==> config.mk <==
export PLATFORM = sky130hd
export DESIGN_NAME = ecg_lead_format_select
export DESIGN_NICKNAME = d
export VERILOG_FILES = /design/src/ecg_lead_format_select.v /design/src/lead_arith.v
export VERILOG_INCLUDE_DIRS = /design/src
export SDC_FILE = /design/constraint.sdc
export NUM_CORES = 1
export LEC_CHECK = 0
export ABC_CLOCK_PERIOD_IN_PS = 12600
export BUFFER_PORTS_ARGS = -buffer_cell sky130_fd_sc_hd__clkbuf_2
export CAP_MARGIN = 25
export CORE_MARGIN = 4
export CORE_UTILIZATION = 60
export DETAILED_ROUTE_END_ITERATION = 7
export GPL_TIMING_DRIVEN = 0
export PLACE_DENSITY = 0.83
export SYNTH_ARGS = -nofsm -noshare
export SYNTH_HDL_FRONTEND = slang
export SYNTH_SLANG_ARGS = --single-unit
==> constraint.sdc <==
create_clock -name core_clk -period 12.6 [get_ports core_clk]
set_clock_uncertainty 0.15 [all_clocks]
set_input_delay 0.63 -clock core_clk [delete_from_list [all_inputs] [get_ports core_clk]]
set_output_delay 0.63 -clock core_clk [all_outputs]
set_load 0.02 [all_outputs]
==> src/lead_format_consts.vh <==
`ifndef LEAD_FORMAT_CONSTS_VH
`define LEAD_FORMAT_CONSTS_VH
// register offsets and bit positions of the selection bits
`define FRAME_CONTROL_REG_ADDR       8'h0A
`define OUTPUT_FORMAT_BIT            4
`define CHANNEL_CONTROL_REG_ADDR     8'h01
`define INPUT_CONFIG_BIT             10
`define COMMON_MODE_REF_REG_ADDR     8'h05
`define COMMON_ELECTRODE_BIT         8
// sample width and reference level (mid-scale of offset-binary adc code)
`define SAMPLE_W                     14
`define WORD_W                       16
`define REF_LEVEL                    14'h2000
// output data rate codes
`define RATE_2KHZ                    2'h0
`define RATE_16KHZ                   2'h1
`define RATE_128KHZ                  2'h2
`define RATE_31K25HZ                 2'h3
// pipeline depth from samples to frame words, in core_clk cycles (lead arithmetic itself is combinational)
`define LEAD_LATENCY                 2
`endif

==> src/ecg_lead_format_select.v <==
`timescale 1ns/10ps
`default_nettype none
`include "lead_format_consts.vh"
module ecg_lead_format_select (
	input  wire        core_clk,
	input  wire        srst,
	input  wire        output_format_select,
	input  wire        input_config_select,
	input  wire        common_electrode_enable,
	input  wire [1:0]  data_rate,
	input  wire        sample_valid,
	input  wire [13:0] ch1_sample,
	input  wire [13:0] ch2_sample,
	input  wire [13:0] ch3_sample,
	output reg  [15:0] word1,
	output reg  [15:0] word2,
	output reg  [15:0] word3,
	output reg         word_valid,
	output reg  [4:0]  mode_onehot,
	output reg         mode_error,
	output reg         ch_diff_en,
	output reg         ch_ce_ref_en,
	output reg         cm_config_used
);
	localparam [4:0] M_ANALOG  = 5'h01;
	localparam [4:0] M_DIGITAL = 5'h02;
	localparam [4:0] M_CE_A    = 5'h04;
	localparam [4:0] M_SE_ELEC = 5'h08;
	localparam [4:0] M_CE_B    = 5'h10;
	localparam [4:0] M_NONE    = 5'h00;

	// remove the mid-scale reference so words are signed around zero
	function [15:0] deref;
		input [13:0] s;
		begin
			deref = {2'b00, s} - {2'b00, `REF_LEVEL};
		end
	endfunction

	// one-hot mode for a selection; digital lead needs a supported rate
	function [4:0] decode_mode;
		input fmt;
		input cfg;
		input ce;
		input rate_fits;
		begin
			// 011, 110, 111 and digital lead at a fast rate all fall to M_NONE
			case ({fmt, cfg, ce})
				3'b010: decode_mode = M_ANALOG;
				3'b000: decode_mode = rate_fits ? M_DIGITAL : M_NONE;
				3'b001: decode_mode = M_CE_A;
				3'b100: decode_mode = M_SE_ELEC;
				3'b101: decode_mode = M_CE_B;
				default: decode_mode = M_NONE; // unsupported combination
			endcase
		end
	endfunction

	// a mode that yields frame words; M_NONE covers every refused selection
	function mode_live;
		input [4:0] m;
		begin
			mode_live = (m != M_NONE);
		end
	endfunction

	reg  [4:0]  mode_next;
	reg         rate_ok;
	reg  [15:0] e1_reg;
	reg  [15:0] e2_reg;
	reg  [15:0] e3_reg;
	reg  [4:0]  mode_s_reg;
	reg         v1_reg;
	reg  [15:0] w1_next;
	reg  [15:0] w2_next;
	reg  [15:0] w3_next;
	wire [15:0] lead_i;
	wire [15:0] lead_ii;
	wire [15:0] lead_iii;
	wire [15:0] v1_prime;

	// decode of the three selection bits
	always @* begin
		rate_ok   = (data_rate == `RATE_2KHZ) || (data_rate == `RATE_16KHZ);
		mode_next = decode_mode(output_format_select, input_config_select,
			common_electrode_enable, rate_ok);
	end

	lead_arith u_i (
		.a_in       (e1_reg),
		.b_in       (e3_reg),
		.c_in       (e3_reg),
		.a_minus_b  (lead_i),
		.ce_a_third ()
	);
	lead_arith u_ii (
		.a_in       (e2_reg),
		.b_in       (e3_reg),
		.c_in       (e3_reg),
		.a_minus_b  (lead_ii),
		.ce_a_third ()
	);
	lead_arith u_iii (
		.a_in       (e2_reg),
		.b_in       (e1_reg),
		.c_in       (e3_reg),
		.a_minus_b  (lead_iii),
		.ce_a_third (v1_prime)
	);

	// stage two selects the words for the latched mode
	always @* begin
		w1_next = 16'h0000;
		w2_next = 16'h0000;
		w3_next = 16'h0000;
		case (mode_s_reg)
			M_ANALOG: begin
				// channels already hold leads; analog stage inverts lead II
				w1_next = e1_reg;
				w2_next = 16'h0000 - e2_reg;
				w3_next = e3_reg;
			end
			M_DIGITAL: begin
				// channels are LA, LL, RA against the internal average
				w1_next = lead_i;
				w2_next = lead_ii;
				w3_next = lead_iii;
			end
			M_CE_A: begin
				// ch1=LA-RA, ch2=LL-RA, ch3=V1-RA because RA is the common
				w1_next = e1_reg;
				w2_next = e2_reg;
				w3_next = v1_prime;
			end
			M_SE_ELEC: begin
				w1_next = e1_reg;
				w2_next = e2_reg;
				w3_next = e3_reg;
			end
			M_CE_B: begin
				// raw electrodes against ce; leads are left to the host
				w1_next = e1_reg;
				w2_next = e2_reg;
				w3_next = e3_reg;
			end
			default: begin
				w1_next = 16'h0000;
				w2_next = 16'h0000;
				w3_next = 16'h0000;
			end
		endcase
	end

	// sample stage: reference removed, mode latched together with the sample
	always @(posedge core_clk) begin
		if (srst) begin
			e1_reg     <= 16'h0000;
			e2_reg     <= 16'h0000;
			e3_reg     <= 16'h0000;
			mode_s_reg <= M_NONE;
			v1_reg     <= 1'b0;
		end else begin
			e1_reg     <= deref(ch1_sample);
			e2_reg     <= deref(ch2_sample);
			e3_reg     <= deref(ch3_sample);
			// latching the mode here keeps a frame whole if the selection moves
			// while the words are still in flight
			mode_s_reg <= mode_next;
			// unsupported combinations give no frame words, only the error flag
			v1_reg     <= sample_valid && mode_live(mode_next);
		end
	end

	// word stage: words follow the samples every cycle, valid marks the frame
	always @(posedge core_clk) begin
		if (srst) begin
			word1      <= 16'h0000;
			word2      <= 16'h0000;
			word3      <= 16'h0000;
			word_valid <= 1'b0;
		end else begin
			word1      <= w1_next;
			word2      <= w2_next;
			word3      <= w3_next;
			word_valid <= v1_reg;
		end
	end

	// status stage: one cycle behind the selection inputs
	always @(posedge core_clk) begin
		if (srst) begin
			mode_onehot    <= M_NONE;
			mode_error     <= 1'b0;
			ch_diff_en     <= 1'b0;
			ch_ce_ref_en   <= 1'b0;
			cm_config_used <= 1'b0;
		end else begin
			mode_onehot    <= mode_next;
			mode_error     <= !mode_live(mode_next);
			ch_diff_en     <= input_config_select;
			ch_ce_ref_en   <= common_electrode_enable && !input_config_select;
			// digital lead mode overrides the common-mode reference setting
			cm_config_used <= (mode_next != M_DIGITAL) && mode_live(mode_next);
		end
	end
endmodule // ecg_lead_format_select
`default_nettype wire

==> src/lead_arith.v <==
`timescale 1ns/10ps
`default_nettype none
`include "lead_format_consts.vh"
// combinational difference and third-of-sum helpers, signed 16-bit words
module lead_arith (
	input  wire signed [15:0] a_in,
	input  wire signed [15:0] b_in,
	input  wire signed [15:0] c_in,
	output wire signed [15:0] a_minus_b,
	output wire signed [15:0] ce_a_third
);
	wire signed [17:0] sum3;
	wire signed [17:0] quot;
	assign a_minus_b  = a_in - b_in;
	// c - (a + b) / 3; only the sum is divided, toward zero, so its fraction is lost
	assign sum3       = {{2{a_in[15]}}, a_in} + {{2{b_in[15]}}, b_in};
	assign quot       = sum3 / 18'sd3;
	assign ce_a_third = c_in - quot[15:0];
endmodule // lead_arith
`default_nettype wire

---- Yosys cells after proc, flatten, opt, wreduce, memory -nomap -nowiden ----
Index checks and enable logic that the tools add are counted.
cells by class
  $add $sub $neg .......................... 9
  divide/modulo/power cells ............... 1
  equality and inequality tests ........... 11
  mux-type cells .......................... 5
  reductions and logical operators ........ 12
operator list
  kind                                                   number
  case mux 16 bit (3 select lines)                       2
  subtractor 14 x 14 -> 15 bit, second input constant    3
  case mux 16 bit (2 select lines)                       1
  subtractor 15 x 16 -> 16 bit                           2
  case mux 5 bit (5 select lines)                        1
  divider 18 x 3 -> 18 bit, second input constant        1
  adder 15 x 15 -> 16 bit                                1
  subtractor 1 x 16 -> 16 bit, first input constant      1
  subtractor 15 x 15 -> 16 bit                           1
  subtractor 16 bit                                      1
  equality test 3 bit, second input constant             2
  OR reduction 3 bit                                     2
  equality test 5 x 1 -> 1 bit, second input constant    1
  equality test 5 x 2 -> 1 bit, second input constant    1
  equality test 5 x 3 -> 1 bit, second input constant    1
  equality test 5 x 4 -> 1 bit, second input constant    1
  equality test 5 bit, second input constant             1
  inequality test 5 x 2 -> 1 bit, second input constant  1
  nonzero test 5 bit                                     1
  OR reduction 4 bit                                     1
  equality test 3 x 1 -> 1 bit, second input constant    1
  equality test 3 x 2 -> 1 bit, second input constant    1
  logical AND 1 bit                                      3
  zero test 3 bit                                        1
  other kinds (5)                                        6
storage, ports and cells
  register bits ........................... 105
  input port bits ......................... 50
  output and inout bits ................... 58
  logic and storage cells ................. 51

---- Depth between registers and ports, before layout ----
Gate-level depths: netlist of run 1.
  word-level depth ........................ 6
  depth in mapped cells ................... 52
  depth with buffers taken out ............ 46

---- Cells and area by module ----
From an unflattened synthesis of run 1, not the netlist that was laid out.
unflattened totals
  cell total of the unflattened synthesis .. 2496
  area, all modules ....................... 18262.5 um^2
by module, submodules not included
  module                  area an instance (um^2)  times used  cells each  sequential area each (um^2)
  lead_arith (u_ii)       5041.1                   1           768         0.0
  lead_arith (u_i)        4877.2                   1           702         0.0
  lead_arith (u_iii)      4626.9                   1           676         0.0
  ecg_lead_format_select  3717.3                   1           350         2021.9

---- Least setup slack after synthesis of run 1 ----
Ideal clock, no wire load.
  path type ............................... register to register
  start ................................... reg e1_reg[1]
  end ..................................... reg word3[15]
  setup slack ............................. 2.388 ns
  stages on the path, launching flop included .. 51
  arrival time ............................ 9.941 ns
  library setup time ...................... 0.122 ns
  clock period less this slack ............ 10.212 ns
  buffers on the path ..................... 4
  required time ........................... 12.328 ns
  path through ............................ dfxtp_1 -> inv_1 -> ha_1 -> and2b_1 -> o211a_1 -> o211a_1 -> o21ai_2 -> xnor2_1 -> clkbuf_1 -> a41oi_4 -> xnor2_2 -> nand3_1 -> a32oi_2 -> o21a_1 -> buf_6 -> mux2_2 -> a211oi_2 -> a22o_1 -> (+15 left out) -> o21ai_0 -> a21boi_0 -> o21ai_0 -> a21oi_1 -> o21ai_0 -> a21boi_0 -> o21ai_0 -> a21oi_1 -> o21ai_0 -> nand2b_1 -> a21o_1 -> a21o_1 -> a21o_1 -> a21oi_1 -> xnor2_1 -> nor3_1 -> a21oi_1 -> nand3_1
between the ends
  cells in the longest elaborated chain, start to end .. 4
  elaborated cells between the ends (all ways) .. 5
  classes of those cells .................. add/sub: 3; div: 1; mux: 1
RTL lines
  element                               RTL line                      source
  start: declaration                    ecg_lead_format_select.v:69   reg [15:0] e1_reg;
  start signal: assignment              ecg_lead_format_select.v:163  e1_reg <= deref(ch1_sample);
  adder 15 x 15 -> 16 bit               lead_arith.v:16               assign sum3 = {{2{a_in[15]}}, a_in} + {{2{b_in[15]}}, b_in};
  divider 18 x 3 -> 18 bit              lead_arith.v:17               assign quot = sum3 / 18'sd3;
  subtractor 16 bit                     lead_arith.v:18               assign ce_a_third = c_in - quot[15:0];
  case mux 16 bit (3 select lines) (*)  ecg_lead_format_select.v:116  case (mode_s_reg)
  end signal: assignment                ecg_lead_format_select.v:184  word3 <= w3_next;
  end: declaration                      ecg_lead_format_select.v:17   output reg [15:0] word3,
Every way passes the cells marked *; elsewhere a longest branch is shown, timed or not.
A chain may end at the register's enable or synchronous reset.

---- Worst setup path in the final report of run 1 ----
  start ................................... reg e1_reg[6]
  end ..................................... reg word3[15]
Same word-level chain as after synthesis.

==> results.txt, run 1 <==
The detailed-route vias per instance came out at 6.44. The number of input and output port buffers inserted is 105. In this run, the number of DRC markers left after iteration 0 of detailed routing was 1002. The worst setup path is captured at a flop. Setup repair after global routing left no endpoint under its margin. The setup path with the least slack is of type reg -> reg. The number of global-route vias before repair is 8867. The area of the placeable core is 0.0148 sq mm. The ratio of cells with drive above 1 in the final layout is 16.1%. After the last flow step, the layout net total stands at 1411. The final number of setup-violating endpoints is 0. The die outline area came out at 0.0174 sq mm. The floorplan has 44 rows. The portion of synthesized cell area occupied by the leading cell type is 22.0%. In this run the number of H-tree levels came out at 3. The analysis attributes to net switching a power of 0.000765 W. The die width came out at 132 um. The clock transition time at the flip-flop clock pins of the worst setup and hold paths is 0.08 ns. The tool flagged a number of max-cap violations equal to 0. The via count of the routed design came out at 9463. The number of antenna violations at the first check in global routing came out at 0. Clock latency on the worst-skew pair, taken at its later pin, is 0.36 ns. The routability-driven placement congestion ratio is 0.933. The final wirelength is 27700 um. The maximum number of pins on one net before global-route repair is 19.

Ranked by total cell area, the synthesized netlist is headed by sky130_fd_sc_hd__dfxtp_1 (22%), sky130_fd_sc_hd__ha_1 (10%), sky130_fd_sc_hd__xnor2_1 (4.3%). The number of buffers between clock root and the deepest sink is 2. The combinational fraction of design power is 62.1%.

Of all flip-flops after synthesis, the portion carrying an async set or reset was 0%. The number of diodes is 0. The post-route DRC violation count came out at 0.

The total clock sinks is 101. Headroom to the max-slew limit came out at 37.2%. TritonCTS built the clock tree. The design draws 0.00169 W. The final-report max-slew violation count came to 0. The average size of a mapped cell is 7.95 sq um. The total CTS buffers came out at 9.

The pin slew with the least headroom to its limit came out at 0.918 ns. The maximum operating frequency is 0.0845 GHz. The count of flip-flops with a built-in enable after synthesis came out at 0. The clock tree root driver cell is sky130_fd_sc_hd__clkbuf_16.

The number of warnings printed during yosys synthesis came out at 0. For this run, the total global-route usage over all layers was measured as 30.7%. Counting instances in the post-synthesis netlist gives the leading cell types as sky130_fd_sc_hd__nor2_1 (102), sky130_fd_sc_hd__dfxtp_1 (101), sky130_fd_sc_hd__a21oi_1 (77), sky130_fd_sc_hd__ha_1 (76), sky130_fd_sc_hd__nand2_1 (71). In this run switching power makes up 45.2% of total power. The setup total negative slack is 0 ns. The number of synthesized register bits came out at 101. The flow ran to the end, and the final reports show no timing, DRC or antenna violations. The number of hold buffers added after cts is 0. STA classifies the critical path startpoint as a flop. For this run, the leading register cell type out of synthesis is sky130_fd_sc_hd__dfxtp_1. The signal arrival time at the worst endpoint is 11.90 ns. The share of synthesized area occupied by flip-flops and latches came out at 22.0%.

Per report_power, the sequential group accounts for 20.4% of the total. The final period demand of the worst path is 11.83 ns. The worst stage delay on the critical path is 0.55 ns.

The chip height is 132 um. The hold violation count in the final report came out at 0. Of all cell types, the one taking the most synthesized area is sky130_fd_sc_hd__dfxtp_1. In this run the worst hold path is classified as in -> reg. Counting distinct cell types in the post-synthesis netlist gives 105. The gate count of the mapped netlist is 1156. The most frequent cell after synthesis is sky130_fd_sc_hd__nor2_1. The first-pass GRT wire length came out at 44400 um. The power density over cell area is 163 mW/mm^2. The number of nets in the synthesized netlist is 1287.

Data on the critical path is required at its endpoint by 12.67 ns. The routed wirelength normalized by instance count is 18.9 um. The relative area change from synthesis to final layout came out at 13.3%. The initial utilization of the core area, before any placement, comes to 62.3%. For this run the aggregate overflow at the end of global routing stands at 0.

The proportion of power drawn by the clock network is 17.6%. The length of the first detailed-routing pass in iterations came out at 6. The largest fanout of any net on the critical path came out at 10. The analysis attributes to cell leakage a power of 4.45 nW. For this design the top-level I/O count stands at 108.

After layout, the worst path uses 93.9% of the clock period. Across the VDD grid, the largest voltage drop is 0.156 mV. In the final layout, the registers with the most flip-flops are word1 (16), word2 (16), word3 (16). Once detail routing completed, the nets flagged for antenna violations numbered 0. The sum of net half-perimeters after detailed placement is 21200 um.

The highest-delay cell along the critical path is sky130_fd_sc_hd__or4_1. The internal power of the cells came out at 0.000930 W. The cell area after synthesis came out at 0.00919 sq mm.
==> layout make-up <==
type	count	area, sq um
timing repair buffer	113	583
clock buffer	10	239
clock inverter	6	75.1
buffer	54	264
sequential	101	2020
fill	1234	4340
tap	184	230
inverter	65	244
multi-input combinational	936	6750
==> stage by stage <==
step / worst slack (ns) / cells / util (%) / hold WS (ns) / area [sq um]
final: 0.770 / 1469 / 70.6 / 0.279 / 10400
after global routing: 0.0646 / 1469 / 70.6 / 0.284 / 10400
after floorplan: 2.39 / 1156 / - / 0.264 / 9190
after CTS: 0.500 / 1462 / 69.6 / 0.272 / 10300
after detailed placement: 0.592 / 1446 / 67.4 / 0.274 / 9950
after global placement: 0.711 / 1445 / 67.4 / 0.266 / 9940
==> kinds of logic after synthesis <==
family	after synthesis	share of synthesized area (%)
buffers and inverters	119	5.51
multiplexers	8	0.940
AO/OA/AOI/OAI	347	27.3
flip-flops	101	22.0
AND/OR/NAND/NOR	415	24.3
adder cells (fa/ha/maj)	81	11.4
XOR/XNOR	85	8.51
==> final timing paths <==
check / start / end / slack, ns / depth (start not counted)
setup / recovery: e1_reg[6] / word3[15] / 0.77 / 50
setup reg to reg: e1_reg[6] / word3[15] / 0.77 / 50
hold reg to reg: v1_reg / word_valid / 0.29 / 1
hold / removal: ch2_sample[13] / e2_reg[13] / 0.28 / 2
==> cells in the final DEF, fill, tap and decap left out, drive strengths merged, types with 11 or more instances in the layout <==
cell type  synthesis  routed
a31oi             13      13
xnor2             49      49
xor2              36      36
and3              11      11
o211ai            14      14
ha                76      76
nor2b             58      58
a22oi             20      20
nor4              17      17
nor2             102     102
inv               65      69
a21o              23      23
o21bai            20      20
o21ai             64      64
a21oi             78      78
clkbuf            32     148
nand2b            17      17
a221oi            15      15
dfxtp            101     101
buf               22      29
nand2             72      72
and2              12      12
nor3              46      46
a211oi            19      19
nand3             30      30
==> power groups by stage <==
stage,registers (W),logic (W),clock network (W)
final,0.000345,0.00105,0.000298
after global routing,0.000346,0.00116,0.000312
after CTS,0.000344,0.00102,0.000298
after detailed placement,0.000352,0.00101,0
after global placement,0.000351,0.000993,0
after floorplan,0.000352,0.000812,0
==> repair_timing <==
item	4_1_cts	5_1_grt
setup buffers	0	6
endpoints found under the setup margin	0	2
resized for setup	0	18
==> worst max-delay path: cells and delay by family, from the launching register on <==
family | cells | cell delay, ns
AO/OA/AOI/OAI | 24 | 5.22
AND/OR/NAND/NOR | 11 | 2.59
adder cells (fa/ha/maj) | 5 | 1.44
buffers and inverters | 5 | 0.71
XOR/XNOR | 3 | 0.68
multiplexers | 2 | 0.44
flip-flops | 1 | 0.41
==> per-layer routing <==
metal	vias up	track usage, %	part of all wire (%)	routed length (um)
li1	4453	-	-	-
met1	4407	41.2	42	11700
met2	510	50.2	46	12700
met3	93	5.65	8.8	2430
met4	0	9.57	3.2	875
met5	-	0	0	0
Note: power is estimated with default switching activity, not from simulation.
==> inputs of run 2 (changes only) <==
- CORE_UTILIZATION: 60 -> 64
- HOLD_SLACK_MARGIN: not set -> 0.05
- PLACE_DENSITY: 0.83 -> 0.84
- SYNTH_HIERARCHICAL: not set -> 1
==> results.txt, run 2 <==
The clock transition time at the flip-flop clock pins of the worst setup and hold paths is 0.07 ns (was 0.08 ns). The cell area after synthesis is 0.00969 sq mm (was 0.00919 sq mm). The area occupied by multi-input gates came out at 0.00685 sq mm (was 0.00675 sq mm).

The highest-delay cell along the critical path is sky130_fd_sc_hd__or4_4 (was sky130_fd_sc_hd__or4_1). The via count of the routed design is 9704 (was 9463). The most used routing layer was met2 (unchanged). The worst stage delay on the critical path came out at 0.59 ns (was 0.55 ns). The largest delay contributor family on the critical path was compound AO/OA/AOI/OAI gates (unchanged).

The met2 routing resource usage after global routing is 49.9% (was 50.2%). The number of global-route vias before repair is 9141 (was 8867). The post-route clock period utilization is 93.1% (was 93.9%).

The average size of a mapped cell is 7.88 sq um (was 7.95 sq um). The number of fill cells in the layout is 1166 (was 1234). The relative area change from synthesis to final layout came out at 11.1% (was 13.3%). The setup total negative slack came out at 0 ns (unchanged). The data required time of the critical path is 12.64 ns (was 12.67 ns). The gate count of the mapped netlist was 1229 (was 1156). The final number of setup-violating endpoints is 0 (unchanged). The total of max-cap violations came out at 0 (unchanged).

The final layout net count is 1481 (was 1411). The power density over cell area is 157 mW/mm^2 (was 163 mW/mm^2). The largest voltage drop on the vdd net is 0.202 mV (was 0.156 mV).

The CTS tree is yes (unchanged). The clock latency on the worst-skew pair came to 0.34 ns (was 0.36 ns). The hold violation count in the final report was 0 (unchanged).

The row count is 44 (unchanged). The routing usage on met3 was 5.45% (was 5.65%). The number of diodes came to 0 (unchanged). Result of the run: finished, final reports clean (unchanged). The final wirelength is 26600 um (was 27700 um). The count of H-tree levels built during CTS was 3 (unchanged). Setup repair after global routing missed its margin: false (unchanged). The post-route DRC violation count came to 0 (unchanged). The number of input and output port buffers inserted is 104 (was 105).

The length of the first detailed-routing pass in iterations is 7 (was 6). The pin slew with the least headroom to its limit came out at 0.899 ns (was 0.918 ns). The chip height came out at 131 um (was 132 um). The total global routing overflow was 0 (unchanged). The type of the worst min-delay path is in -> reg (unchanged). The commonest non-fill, non-tap cell in the layout is sky130_fd_sc_hd__inv_1 (was sky130_fd_sc_hd__clkbuf_2).

The die outline area came out at 0.0172 sq mm (was 0.0174 sq mm). The global-route usage over all layers is 30.8% (was 30.7%). The number of warnings printed during yosys synthesis is 6 (was 0). The clock tree root driver cell is sky130_fd_sc_hd__clkbuf_16 (unchanged). The number of hold buffers added after cts is 0 (unchanged). The sum of net half-perimeters after detailed placement came to 20800 um (was 21200 um). The detailed-route vias per instance came to 6.33 (was 6.44). Highest-count cells in the layout ignoring fill and taps: sky130_fd_sc_hd__inv_1 (122), sky130_fd_sc_hd__clkbuf_2 (104), sky130_fd_sc_hd__dfxtp_1 (101) (was sky130_fd_sc_hd__clkbuf_2 (106), sky130_fd_sc_hd__nor2_1 (102), sky130_fd_sc_hd__dfxtp_1 (99)). The final antenna-violating net count came out at 0 (unchanged). The number of nets in the synthesized netlist is 1366 (was 1287).

The maximum operating frequency is 0.0852 GHz (was 0.0845 GHz). The routed wirelength normalized by instance count was 17.4 um (was 18.9 um). The type of origin of the critical path is a flop (unchanged).

The initial standard-cell utilization of the core was 65.9% (was 62.3%). Leading registers by flop count: word1 (16), word2 (16), word3 (16) (unchanged). The total CTS buffers was 9 (unchanged). The die width is 131 um (was 132 um).

The violation count after the first detailed-routing iteration came out at 905 (was 1002). The start-to-end type of the worst setup path is reg -> reg (unchanged). The total clock sinks came out at 101 (unchanged).

The signal arrival time at the worst endpoint came out at 11.77 ns (was 11.90 ns). The final period demand of the worst path came out at 11.73 ns (was 11.83 ns). The worst slew margin relative to its limit was 39.6% (was 37.2%).

The type of element capturing the critical path is a flop (unchanged). The worst hold-check slack is 0.288 ns (was 0.279 ns). The number of antenna violations at the first check in global routing is 0 (unchanged). The ratio of cells with drive above 1 in the final layout is 15.6% (was 16.1%). The combined buffer and inverter count along the critical path is 2 (was 5). The reported leakage power came out at 4.70 nW (was 4.45 nW). The number of buffers between clock root and the deepest sink came out at 2 (unchanged). The sequential cell area came out at 0.00202 sq mm (about the same). The final-report max-slew violation count came to 0 (unchanged). The maximum number of pins on one net before global-route repair came to 18 (was 19).

The largest fanout of any net on the critical path is 10 (unchanged). The met1 usage in global routing came to 42.2% (was 41.2%). The routability-driven placement congestion ratio is 0.927 (was 0.933). The area of the placeable core came to 0.0147 sq mm (was 0.0148 sq mm). The total I/O pin count is 108 (unchanged). The first-pass GRT wire length is 43200 um (was 44400 um).
run 2: cell count changes in the layout (fill, tap and decap cells not counted), moves of 13 or more:
cell                       previous run  this run
sky130_fd_sc_hd__inv_1               64       122
sky130_fd_sc_hd__nor2_1             102        80
sky130_fd_sc_hd__a22o_1               2        18
sky130_fd_sc_hd__a222oi_1             3        17
sky130_fd_sc_hd__nand3_1             29        16
run 2: path summary, 6_finish.rpt:
kind                  startpoint         end  slack [ns]  depth (start not counted)
setup / recovery       e2_reg[0]   word3[15]        0.87                         49
hold / removal    ch2_sample[13]  e2_reg[13]        0.29                          2
setup reg to reg       e2_reg[0]   word3[15]        0.87                         49
hold reg to reg           v1_reg  word_valid        0.31                          1
run 2: area by class of cell:
| cell class | count | area share, % |
|---|---|---|
| flip-flops and latches | 101 | 18.8 |
| repair buffers | 104 | 4.83 |
| inverters | 123 | 4.29 |
| plain buffers | 74 | 3.54 |
| clock buffers | 10 | 2.13 |
| multi-input cells | 931 | 63.6 |
| clock inverters | 6 | 0.651 |
| well taps | 184 | 2.14 |
run 2: stage by stage:
step	setup slack, ns	cell area, sq um	utilization [%]	cells	power [W]
2_1_floorplan	2.69	9690	-	1229	0.00118
3_3_place_gp	1.15	10400	71.0	1517	0.00137
3_5_place_dp	1.00	10400	71.0	1517	0.00139
4_1_cts	0.905	10700	73.0	1533	0.00167
5_1_grt	0.0311	10800	73.2	1533	0.00182
6_report	0.866	10800	73.2	1533	0.00169
run 2: per-layer routing:
layer	vias up	part of all wire, %
met5	-	0
met4	0	2.1
met3	49	8.5
met2	467	45
met1	4540	44
li1	4648	-
run 2: worst register-to-register path, delay by kind of cell (launching register included):
family,cells,cell delay [ns]
fa+ha+maj,5,1.55
simple gates,12,2.82
compound gates,25,5.28
buf+inv,2,0.29
xor+xnor,2,0.25
flops,1,0.50
mux,3,0.76
run 2: power breakdown:
part / switching (W) / leakage, nW / total, W / internal [W]
Clock: 0.000120 / 0.147 / 0.000276 / 0.000156
Sequential: 0.0000158 / 0.828 / 0.000347 / 0.000331
Combinational: 0.000656 / 3.73 / 0.00107 / 0.000412
run 2: what timing repair did:
item | in CTS | in global routing
gates resized for setup | 0 | 5
setup endpoints to repair | 0 | 1
hold endpoints to repair | 0 | 0
setup buffers | 0 | 0
